## src/swpm_regs.vh

```
`ifndef SWPM_REGS_VH
`define SWPM_REGS_VH

// Register indexes; byte address is four times the index
`define SWPM_IDX_PAGE      11'h008
`define SWPM_IDX_THR_LO    11'h588
`define SWPM_IDX_THR_HI    11'h589
`define SWPM_IDX_CTRL      11'h58A
`define SWPM_IDX_PWR_LO    11'h58B
`define SWPM_IDX_IRQ_STAT  11'h590
`define SWPM_IDX_IRQ_MASK  11'h591

// Field positions
`define SWPM_PAGE_MSB      1
`define SWPM_THR_HI_MSB    4
`define SWPM_CTRL_EN_BIT   7
`define SWPM_CTRL_LEN_MSB  1

// Reset values
`define SWPM_PAGE_RST      2'h3
`define SWPM_THR_LO_RST    8'h00
`define SWPM_THR_HI_RST    5'h00
`define SWPM_CTRL_EN_RST   1'b0
`define SWPM_CTRL_LEN_RST  2'h0
`define SWPM_STAT_RST      2'h0
`define SWPM_MASK_RST      2'h0

// Monitor clock period in DAC clock periods
`define SWPM_PER_MAIN_MUL  7'h04
`define SWPM_PER_CHAN_MUL  7'h08
`define SWPM_PER_DEFAULT   7'h20

// Widths
`define SWPM_NUM_PATHS     2
`define SWPM_SAMPLE_W      16
`define SWPM_TOP_BITS      6
`define SWPM_POWER_W       12
`define SWPM_LIMIT_W       13
`define SWPM_ACC_W         15

`endif

```

## src/swpm_engine.v

```verilog
`include "swpm_regs.vh"

module swpm_engine (
	input  wire                       pclk,
	input  wire                       presetn,
	input  wire [`SWPM_SAMPLE_W-1:0]  sample_i,
	input  wire [`SWPM_SAMPLE_W-1:0]  sample_q,
	input  wire [6:0]                 period,
	input  wire [1:0]                 len_exp,
	input  wire                       mon_on,
	input  wire [`SWPM_LIMIT_W-1:0]   limit,
	output reg  [`SWPM_POWER_W-1:0]   power_q,
	output reg                        err_q
);

	reg  [6:0]               div_q;
	reg  [3:0]               win_q;
	reg  [`SWPM_ACC_W-1:0]   acc_q;

	wire signed [5:0]        top_i;
	wire signed [5:0]        top_q;
	wire signed [11:0]       sq_i;
	wire signed [11:0]       sq_q;
	wire [`SWPM_POWER_W-1:0] inst_pw;
	wire [`SWPM_ACC_W-1:0]   sum_w;
	wire [`SWPM_ACC_W-1:0]   avg_w;
	wire                     tick;
	wire                     last;

	assign top_i   = sample_i[`SWPM_SAMPLE_W-1 -: `SWPM_TOP_BITS];
	assign top_q   = sample_q[`SWPM_SAMPLE_W-1 -: `SWPM_TOP_BITS];
	assign sq_i    = top_i * top_i;
	assign sq_q    = top_q * top_q;
	// Both squares are at most 1024, so the sum fits in 12 bits
	assign inst_pw = sq_i + sq_q;

	// Period of zero behaves as one tick per cycle
	assign tick  = ({1'b0, div_q} + 8'h01) >= {1'b0, period};
	assign last  = win_q >= ((4'h1 << len_exp) - 4'h1);
	assign sum_w = acc_q + {3'h0, inst_pw};
	assign avg_w = sum_w >> len_exp;

	always @(posedge pclk or negedge presetn) begin
		if (!presetn) begin
			div_q   <= 7'h00;
			win_q   <= 4'h0;
			acc_q   <= {`SWPM_ACC_W{1'b0}};
			power_q <= {`SWPM_POWER_W{1'b0}};
			err_q   <= 1'b0;
		end else begin
			err_q <= 1'b0;
			if (tick) begin
				div_q <= 7'h00;
				if (last) begin
					acc_q   <= {`SWPM_ACC_W{1'b0}};
					win_q   <= 4'h0;
					power_q <= avg_w[`SWPM_POWER_W-1:0];
					err_q   <= mon_on && ({1'b0, avg_w[`SWPM_POWER_W-1:0]} > limit);
				end else begin
					acc_q <= sum_w;
					win_q <= win_q + 4'h1;
				end
			end else begin
				div_q <= div_q + 7'h01;
			end
		end
	end

endmodule

```

## src/swpm_top.v

```verilog
// The implementer's own choice: the APB interface to the registers.
`include "swpm_regs.vh"

// Summary of operation
// - Average compared with 13-bit limit; bits 12:8 high register, 7:0 low.
// - Paged register accesses go to datapaths chosen by the page select field.
// - Error detection works only while control bit 7 is set; resets off.
// - Averaging window is two to the power of the length field, in ticks.
// - Main interpolation above one: tick period is 4 times main factor.
// - Channel interpolation above one: tick period is 8 times main factor.
// - Otherwise tick period is 32 DAC clock periods.
// - Power is I squared plus Q squared from six top bits each.
// - Average power readable; low eight bits in readback register.
module swpm_top (
	input  wire                       pclk,
	input  wire                       presetn,
	input  wire                       psel,
	input  wire                       penable,
	input  wire                       pwrite,
	input  wire [12:0]                paddr,
	input  wire [31:0]                pwdata,
	output reg  [31:0]                prdata_q,
	output reg                        pready_q,
	output reg                        pslverr_q,
	input  wire [3:0]                 main_interp,
	input  wire [3:0]                 chan_interp,
	input  wire [`SWPM_SAMPLE_W-1:0]  path0_i,
	input  wire [`SWPM_SAMPLE_W-1:0]  path0_q,
	input  wire [`SWPM_SAMPLE_W-1:0]  path1_i,
	input  wire [`SWPM_SAMPLE_W-1:0]  path1_q,
	output reg                        irq_q
);

	localparam NP = `SWPM_NUM_PATHS;

	reg  [1:0]                datapath_page_select_q;
	reg  [7:0]                thr_lo_q [0:NP-1];
	reg  [4:0]                thr_hi_q [0:NP-1];
	reg  [NP-1:0]             mon_on_q;
	reg  [1:0]                len_q    [0:NP-1];
	reg  [NP-1:0]             stat_q;
	reg  [NP-1:0]             mask_q;
	reg  [6:0]                period_q;
	reg  [6:0]                period_d;
	reg  [31:0]               rdata_d;
	reg                       hit_d;
	reg                       rd_page;

	wire [10:0]               idx;
	wire                      wr_en;
	wire                      setup;
	wire [`SWPM_POWER_W-1:0]  power   [0:NP-1];
	wire [NP-1:0]             err_evt;
	wire [`SWPM_SAMPLE_W-1:0] samp_i  [0:NP-1];
	wire [`SWPM_SAMPLE_W-1:0] samp_q  [0:NP-1];

	assign idx   = paddr[12:2];
	assign setup = psel && !penable;
	// Write lands only at the completing access edge
	assign wr_en = psel && penable && pready_q && pwrite;

	assign samp_i[0] = path0_i;
	assign samp_q[0] = path0_q;
	assign samp_i[1] = path1_i;
	assign samp_q[1] = path1_q;

	// Interpolation settings come from same-clock logic
	always @* begin
		if (main_interp > 4'h1) begin
			period_d = `SWPM_PER_MAIN_MUL * {3'h0, main_interp};
		end else if (chan_interp > 4'h1) begin
			period_d = `SWPM_PER_CHAN_MUL * {3'h0, main_interp};
		end else begin
			period_d = `SWPM_PER_DEFAULT;
		end
	end

	always @(posedge pclk or negedge presetn) begin
		if (!presetn) begin
			period_q <= `SWPM_PER_DEFAULT;
		end else begin
			period_q <= period_d;
		end
	end

	always @(posedge pclk or negedge presetn) begin
		if (!presetn) begin
			datapath_page_select_q <= `SWPM_PAGE_RST;
			mask_q                 <= `SWPM_MASK_RST;
		end else if (wr_en) begin
			if (idx == `SWPM_IDX_PAGE) begin
				datapath_page_select_q <= pwdata[`SWPM_PAGE_MSB:0];
			end
			if (idx == `SWPM_IDX_IRQ_MASK) begin
				mask_q <= pwdata[NP-1:0];
			end
		end
	end

	genvar p;
	generate
		for (p = 0; p < NP; p = p + 1) begin : g_path
			wire sel_w;

			// Writes reach every datapath whose page bit is set
			assign sel_w = wr_en && datapath_page_select_q[p];

			always @(posedge pclk or negedge presetn) begin
				if (!presetn) begin
					thr_lo_q[p] <= `SWPM_THR_LO_RST;
					thr_hi_q[p] <= `SWPM_THR_HI_RST;
					mon_on_q[p] <= `SWPM_CTRL_EN_RST;
					len_q[p]    <= `SWPM_CTRL_LEN_RST;
				end else if (sel_w) begin
					if (idx == `SWPM_IDX_THR_LO) begin
						thr_lo_q[p] <= pwdata[7:0];
					end
					if (idx == `SWPM_IDX_THR_HI) begin
						thr_hi_q[p] <= pwdata[`SWPM_THR_HI_MSB:0];
					end
					if (idx == `SWPM_IDX_CTRL) begin
						mon_on_q[p] <= pwdata[`SWPM_CTRL_EN_BIT];
						len_q[p]    <= pwdata[`SWPM_CTRL_LEN_MSB:0];
					end
				end
			end

			// New error beats a same-cycle clear
			always @(posedge pclk or negedge presetn) begin
				if (!presetn) begin
					stat_q[p] <= 1'b0;
				end else if (err_evt[p]) begin
					stat_q[p] <= 1'b1;
				end else if (wr_en && idx == `SWPM_IDX_IRQ_STAT && pwdata[p]) begin
					stat_q[p] <= 1'b0;
				end
			end

			swpm_engine u_engine (
				.pclk     (pclk),
				.presetn  (presetn),
				.sample_i (samp_i[p]),
				.sample_q (samp_q[p]),
				.period   (period_q),
				.len_exp  (len_q[p]),
				.mon_on   (mon_on_q[p]),
				.limit    ({thr_hi_q[p], thr_lo_q[p]}),
				.power_q  (power[p]),
				.err_q    (err_evt[p])
			);
		end
	endgenerate

	// Reads come from the lowest selected page; none selected reads zero
	always @* begin
		rd_page = datapath_page_select_q[0] ? 1'b0 : 1'b1;
		hit_d   = 1'b1;
		rdata_d = 32'h0000_0000;
		case (idx)
			`SWPM_IDX_PAGE: begin
				rdata_d[`SWPM_PAGE_MSB:0] = datapath_page_select_q;
			end
			`SWPM_IDX_THR_LO: begin
				if (datapath_page_select_q != 2'h0) begin
					rdata_d[7:0] = thr_lo_q[rd_page];
				end
			end
			`SWPM_IDX_THR_HI: begin
				if (datapath_page_select_q != 2'h0) begin
					rdata_d[`SWPM_THR_HI_MSB:0] = thr_hi_q[rd_page];
				end
			end
			`SWPM_IDX_CTRL: begin
				if (datapath_page_select_q != 2'h0) begin
					rdata_d[`SWPM_CTRL_EN_BIT]     = mon_on_q[rd_page];
					rdata_d[`SWPM_CTRL_LEN_MSB:0] = len_q[rd_page];
				end
			end
			`SWPM_IDX_PWR_LO: begin
				if (datapath_page_select_q != 2'h0) begin
					rdata_d[7:0] = power[rd_page][7:0];
				end
			end
			`SWPM_IDX_IRQ_STAT: begin
				rdata_d[NP-1:0] = stat_q;
			end
			`SWPM_IDX_IRQ_MASK: begin
				rdata_d[NP-1:0] = mask_q;
			end
			default: begin
				hit_d = 1'b0;
			end
		endcase
	end

	// One wait-free access phase: answer captured during setup
	always @(posedge pclk or negedge presetn) begin
		if (!presetn) begin
			pready_q  <= 1'b0;
			pslverr_q <= 1'b0;
			prdata_q  <= 32'h0000_0000;
		end else begin
			pready_q  <= setup;
			pslverr_q <= setup && !hit_d;
			if (setup && !pwrite) begin
				prdata_q <= rdata_d;
			end
		end
	end

	always @(posedge pclk or negedge presetn) begin
		if (!presetn) begin
			irq_q <= 1'b0;
		end else begin
			irq_q <= |(stat_q & mask_q);
		end
	end

endmodule

```

## config.mk

```make
export PLATFORM = sky130hd
export DESIGN_NAME = swpm_top
export DESIGN_NICKNAME = d
export VERILOG_FILES = /design/src/swpm_engine.v /design/src/swpm_top.v
export VERILOG_INCLUDE_DIRS = /design/src
export SDC_FILE = /design/constraint.sdc
export NUM_CORES = 1
export LEC_CHECK = 0
export ABC_AREA = 1
export BUFFER_PORTS_ARGS = -buffer_cell sky130_fd_sc_hd__buf_4
export CORE_ASPECT_RATIO = 0.8
export CORE_MARGIN = 1
export CORE_UTILIZATION = 50
export DETAILED_ROUTE_END_ITERATION = 7
export PLACE_DENSITY = 0.7
export SYNTH_ARGS = -nofsm -noshare
export SYNTH_HDL_FRONTEND = slang
export SYNTH_SLANG_ARGS = --single-unit
export TNS_END_PERCENT = 100
```

## constraint.sdc

```tcl
create_clock -name pclk -period 3.88 [get_ports pclk]
set_input_delay 0.776 -clock pclk [delete_from_list [all_inputs] [get_ports pclk]]
set_output_delay 0.776 -clock pclk [all_outputs]
set_load 0.01 [all_outputs]
```

==> results.yml, run 1 <==
route:
  num_vias: 12951
  via_per_inst: 5.18
  routed_wl_mm: 38.3
  wl_per_cell_microns: 15.3
  first_pass_iters: 6
  drc_errors: 0
  ant_nets: 0
  drt_iter0_drc: 1008
sta:
  finalCriticalPeriod_ps: 7400
  rsz0062_at_grt: "yes"
  setup_viol: 37
  tightest_slew_ps: 847
  hold_viol: 0
  fin_ws_ps: -3520
  fin_crit_sh: 1.91
  fmax_ghz: 0.135
  relSlewSlack: 0.431
  whs_ps: 115
  finalClockSkew_ps: 12.8
  report.final.slew_viol_count: 0
worst_setup_path:
  cp-startpoint: "path1_i[10]"
  path_common_cell: "fa_1"
  endpoint_kind: "flop"
  crit_type: "in -> reg"
  critPathRequiredTime_ps: 4240
  slowest_stage: "fa_1"
  timing.rr.end: "g_path[1].u_engine.acc_q[6]$_DFFE_PN0P_"
  critPathCapture: "g_path[1].u_engine.err_q$_DFF_PN0_"
  start_kind: "input pin"
  cp_slowest_stage_delay_ps: 540
  worstReg2RegStart: "len_q[1]$_DFFE_PN0P_"
  reg2reg_depth: 12
  arrival_ps: 7760
  reg2reg_slack_ps: 590
  cp_max_fo: 4
floorplan:
  ios: 157
  start_util: 0.508
  dieWidth_microns: 188
  fp.dieH_microns: 151
  die_area_sq_um: 28300
  rows: 54
  core_sq_um: 27200
global_routing:
  grt.overflow.total: 0
  grt_max_degree: 124
  grt_pass1_wl_mm: 61.3
  grt_pass1_vias: 12726
  grt_util_all_layers: 0.273
  antenna_found_initial: 1
hold_path:
  hp-class: "in -> async"
yosys:
  yosysSeqAreaShare: 0.225
  syn_inst: 1862
  syn-mean-instance-area_sq_um: 7.43
  synth-edff-count: 0
  ys_ff_latch: 124
  synthFlopType: "dfrtp_1"
  syn_area_sq_um: 13800
  async_flop_share: 1.00
  yosys_warnings: 0
  synth_top_area_share: 0.219
  yosysTopAreaCell: "dfrtp_1"
  yosys-top-cells-area: "dfrtp_1 22%, fa_1 18%, nand2_1 13%"
  yosysUniqueCellTypes: 47
clocking:
  cts_sinks: 124
  htree_levels: 4
  cts_root_buf: "clkbuf_16"
  numCtsBuffers: 17
  cts.path.max_buffers: 2
  cts_tree: "done"
  cts_hold_buf: 0
  worstSkewPairLatency_ps: 440
  path_clk_slew_ps: 60
placement:
  portBuffers: 65
  dp_hpwl_mm: 29.0
  placed_cell_area_sq_um: 16200
  gp_congestion: 0.952
outcome:
  violations: "negative setup slack"
  outcome: "finished with violations"
final_layout:
  final_area_sq_um: 18600
  nNetsFinal: 2495
  area_growth_pct: 34.3
  layout-drive-gt1-share: 0.307
  fillers: 2177
flow_run:
  drv_cap: 0
[worst min-delay path by stage]
stage / from / slack (ps) / end
floorplan: g_path[0].u_engine.err_q$_DFF_PN0_ / 420 / stat_q[0]$_DFFE_PN0P_
global placement: thr_hi_q[1]$_DFFE_PN0P_ / 470 / thr_hi_q[1]$_DFFE_PN0P_
detailed placement: prdata_q[5]$_DFFE_PN0P_ / 470 / prdata_q[5]$_DFFE_PN0P_
CTS: presetn / 100 / g_path[0].u_engine.acc_q[11]$_DFFE_PN0P_
global route: presetn / 100 / g_path[0].u_engine.acc_q[11]$_DFFE_PN0P_
finish: presetn / 110 / g_path[0].u_engine.acc_q[11]$_DFFE_PN0P_
[synth_stat cells, types with 2 or more instances]
master and number:
a21oi_1 56, a31o_2 2, a31oi_1 3, and2_1 10
and3_1 3, buf_2 9, buf_4 24, buf_6 6
clkbuf_1 15, clkinv_1 3, dfrtp_1 121, dfstp_2 3
fa_1 121, ha_1 129, inv_1 386, inv_2 2
mux2i_1 2, nand2_1 487, nand2_2 7, nand3_1 139
nand3b_1 7, nand4_1 32, nand4_2 2, nor2_1 93
nor2_2 3, nor3_1 9, nor3b_1 2, nor4_1 4
o21a_1 4, o21ai_0 64, o21ai_1 32, o21bai_1 5
o22ai_1 14, o311ai_0 3, or2_2 14, xnor2_1 18
xor2_1 18
[layout make-up]
type                       count  area (sq um)  area share
antenna                        1          2.50    0.000135
multi-input combinational   1316         10500       0.567
inverter                     391          1510      0.0811
clock buffer                  21           460      0.0248
clock inverter                11           143     0.00768
timing repair buffer         273          2370       0.127
tap                          364           455      0.0245
sequential                   124          3110       0.167
[worst max-delay path: cells and delay by family]
| kind | cells | cell delay (ps) |
|---|---|---|
| buf+inv | 3 | 270 |
| xor+xnor | 1 | 190 |
| fa+ha+maj | 10 | 4210 |
| compound gates | 4 | 510 |
| simple gates | 15 | 1790 |
[repair_timing]
action,4_1_cts,5_1_grt
setup buffers,30,25
endpoints found under the setup margin,38,40
cloned,0,0
pin swaps,100,113
hold endpoints to repair,0,0
resized for setup,235,164
[cell usage in the layout, fill, tap and decap left out, types with 5 or more instances in the layout]
cell and instances:
o21ai_2 10, o21ai_0 44, nand3_1 79, nand2_1 380
a21oi_2 11, nand3_2 51, nand2_2 83, buf_12 5
nor3_1 9, inv_4 7, nor2_1 75, nor2_2 6
xor2_1 16, ha_4 28, nand2_4 30, o21bai_1 5
xnor2_1 17, buf_6 60, and2_4 5, inv_2 46
dfrtp_1 121, o22ai_1 9, clkbuf_16 17, ha_1 100
nand4_1 32, buf_4 204, nand3b_1 7, or2_2 10
inv_1 332, nor2_4 16, conb_1 25, o21ai_1 42
nand3_4 9, a21oi_1 41, fa_1 117, and2_1 5
o22ai_2 5
[metrics by stage]
step	setup WS [ps]	util	TNS, ps	cells
after global routing	-3770	0.682	-79710	2501
after global placement	-3860	0.595	-88840	2430
after detailed placement	-4040	0.595	-91310	2430
after CTS	-3350	0.656	-70100	2488
after floorplan	-3240	-	-66880	1886
final	-3520	0.682	-73860	2501
[routing by layer]
metal	track usage	part of all wire
met1	0.378	0.46
met2	0.451	0.48
met3	0.0401	0.050
met4	0.0711	0.012
met5	0	0
[cells by family (layout without fill, tap and decap cells)]
| group | after synthesis | after routing | synth area share |
|---|---|---|---|
| multiplexers | 2 | 2 | 0.00145 |
| XOR/XNOR | 36 | 36 | 0.0228 |
| AND/OR/NAND/NOR | 818 | 818 | 0.256 |
| buffers and inverters | 446 | 696 | 0.132 |
| other | 1 | 26 | 0.000271 |
| flip-flops | 124 | 124 | 0.225 |
| AO/OA/AOI/OAI | 185 | 185 | 0.0718 |
| adder cells (fa/ha/maj) | 250 | 250 | 0.292 |
[state kept, by name, summed over array words and instances (netlist names), 4 cells and up]
| signal | cells |
|---|---|
| g_path.u_engine.acc_q | 30 |
| g_path.u_engine.power_q | 16 |
| thr_lo_q | 16 |
| g_path.u_engine.div_q | 14 |
| thr_hi_q | 10 |
| g_path.u_engine.win_q | 8 |
| prdata_q | 8 |
| period_q | 5 |
| len_q | 4 |
Power of run 1 is not shown: default switching activity piles up to over one toggle a cycle in this logic, so the estimate is an artifact.
==> run 2, diff against run 1 <==
- ABC_AREA: 1 -> not set
==> run 2 against run 1 <==
Against the previous run:
- the run still ends with negative setup slack left
- flip-flop and latch count unchanged
- global-route usage decreased by 0.49 points
- clock skew decreased by 4.2 ps
- critical path type unchanged
- final area fell by 6.2%
- worst hold slack improved by 360 ps
- non-clock buffer count is 28 higher
- synthesized cell count shrank 27%
- routed wire length down 8.3%
- final cell count fell by 20%
==> results.yml, run 2 <==
route:
  drc_errors: 0
  routed_wl_mm: 35.2
  num_vias: 10894
  ant_nets: 0
  wl_per_cell_microns: 17.5
  drt_iter0_drc: 824
  first_pass_iters: 5
  via_per_inst: 5.42
hold_path:
  hp-class: "in -> async"
yosys:
  synthFlopType: "dfrtp_1"
  synth_top_area_share: 0.232
  ys_ff_latch: 124
  yosys-top-cells-area: "dfrtp_1 23%, fa_1 19%, ha_1 12%"
  yosysUniqueCellTypes: 69
  synth-edff-count: 0
  yosysTopAreaCell: "dfrtp_1"
  syn_inst: 1366
  synth_common_cells: "185 x inv_1, 129 x ha_1, 126 x nand2_1, 121 x dfrtp_1, 121 x fa_1"
  yosys_warnings: 0
  syn-mean-instance-area_sq_um: 9.56
  yosysMostFrequentCell: "inv_1"
  async_flop_share: 1.00
  syn_area_sq_um: 13100
  yosysSeqAreaShare: 0.238
floorplan:
  rows: 52
  fp.dieH_microns: 147
  die_area_sq_um: 26800
  start_util: 0.513
  ios: 157
  dieWidth_microns: 183
  core_sq_um: 25400
final_layout:
  reg.largest.list: "g_path.u_engine.acc_q (30), g_path.u_engine.power_q (16), thr_lo_q (16)"
  layout_commonest_cell: "buf_4"
  layout-drive-gt1-share: 0.340
  regArea_sq_um: 3110
  nNetsFinal: 2019
  multiInputGateArea_sq_um: 10100
  fillers: 1884
  area_growth_pct: 33.4
  fin_util: 0.685
  top_register: "g_path.u_engine.acc_q"
  stdcell_count: 2011
  largest_register_ffs: 30
  n_antenna_cell: 0
  layout_common_cells: "244 x buf_4, 173 x inv_1, 121 x dfrtp_1, 120 x nand2_1, 116 x fa_1"
worst_setup_path:
  arrival_ps: 7850
  crit_type: "in -> reg"
  slowest_stage: "fa_1"
  path_common_cell: "fa_1"
  critPathRequiredTime_ps: 4180
  cp_max_fo: 5
  critical_path_buf_inv_count: 10
  start_kind: "input pin"
  path_delay_family: "adder cells"
  endpoint_kind: "flop"
  cp_slowest_stage_delay_ps: 580
sta:
  rsz0062_at_grt: "yes"
  setup_viol: 38
  finalClockSkew_ps: 8.61
  finalCriticalPeriod_ps: 7540
  fin_crit_sh: 1.94
  hold_viol: 0
  fmax_ghz: 0.133
  report.final.slew_viol_count: 0
  tightest_slew_ps: 973
  relSlewSlack: 0.351
  fin_ws_ps: -3660
placement:
  portBuffers: 65
  dp_hpwl_mm: 26.4
  gp_congestion: 0.909
  place_inst: 1941
flow_run:
  drv_cap: 0
global_routing:
  grt.overflow.total: 0
  antenna_found_initial: 0
  grt_util_all_layers: 0.269
  grt_pass1_wl_mm: 56.8
  grt_max_degree: 68
  grt_pass1_vias: 11083
clocking:
  numCtsBuffers: 17
  cts_tree: "done"
  htree_levels: 4
  worstSkewPairLatency_ps: 430
  cts_hold_buf: 0
  cts.path.max_buffers: 2
  cts_root_buf: "clkbuf_16"
  path_clk_slew_ps: 60
  cts_sinks: 124
outcome:
  outcome: "finished with violations"
  violations: "negative setup slack"
-- run 2: layout make-up --
class | count | share of cell area
multi-input cells | 1017 | 0.578
flip-flops and latches | 124 | 0.178
repair buffers | 301 | 0.143
inverters | 186 | 0.0402
clock buffers | 18 | 0.0252
well taps | 351 | 0.0252
clock inverters | 14 | 0.0106
-- run 2: timing repair --
item	in CTS	in global routing
endpoints found under the setup margin	38	39
pin swaps	63	58
setup buffers	25	17
resized for setup	120	66
gates cloned	0	0
-- run 2: worst paths after layout --
kind	cells past startpoint	slack, ps	endpoint	from
worst max-delay path	34	-3660	g_path[0].u_engine.err_q$_DFF_PN0_	path0_i[14]
worst min-delay path	1	480	period_q[2]$_DFF_PN0_	presetn
worst max register to register	17	-180	g_path[1].u_engine.err_q$_DFF_PN0_	g_path[1].u_engine.acc_q[0]$_DFFE_PN0P_
worst min register to register	2	480	g_path[0].u_engine.acc_q[2]$_DFFE_PN0P_	g_path[0].u_engine.acc_q[2]$_DFFE_PN0P_
max in group asynchronous	2	2530	thr_lo_q[15]$_DFFE_PN0P_	presetn
min in group pclk	2	480	g_path[0].u_engine.acc_q[2]$_DFFE_PN0P_	g_path[0].u_engine.acc_q[2]$_DFFE_PN0P_
-- run 2: per-layer routing --
| metal | share of wire | track usage |
|---|---|---|
| met5 | 0 | 0 |
| met3 | 0.060 | 0.0442 |
| met4 | 0.011 | 0.0454 |
| met2 | 0.44 | 0.401 |
| met1 | 0.49 | 0.412 |
-- run 2: per-stage QoR --
stage	TNS, ps	area (sq um)	hold WS (ps)	setup slack [ps]
floorplan	-76610	13600	404	-3580
global placement	-97000	15600	457	-3920
detailed placement	-101070	15600	465	-4110
CTS	-80300	17000	479	-3560
global route	-86920	17400	489	-4020
finish	-80810	17400	477	-3660
-- run 2: cells by family (layout without fill, tap and decap cells) --
family,after synthesis,after routing,synth area share
AND/OR/NAND/NOR,360,360,0.139
flip-flops,124,124,0.238
buffers and inverters,249,519,0.0799
adder cells (fa/ha/maj),250,250,0.309
other,1,25,0.000287
XOR/XNOR,61,61,0.0409
multiplexers,95,95,0.0811
AO/OA/AOI/OAI,226,226,0.112
-- run 2: worst reg2reg max path: stages (launching register included) --
cell and delay (ps):
dfrtp_1 380, ha_1 230, fa_1 410, a211oi_1 370, o21bai_1 130, a21oi_1 360, xnor2_4 180, mux2i_1 150
buf_4 190, mux2i_1 220, ha_1 300, a21o_1 190, a21o_1 190, a21oi_2 110, nor2b_1 50, o21ai_1 140
o31ai_1 90, o31a_1 230
Power of run 2 is left out for the same reason.
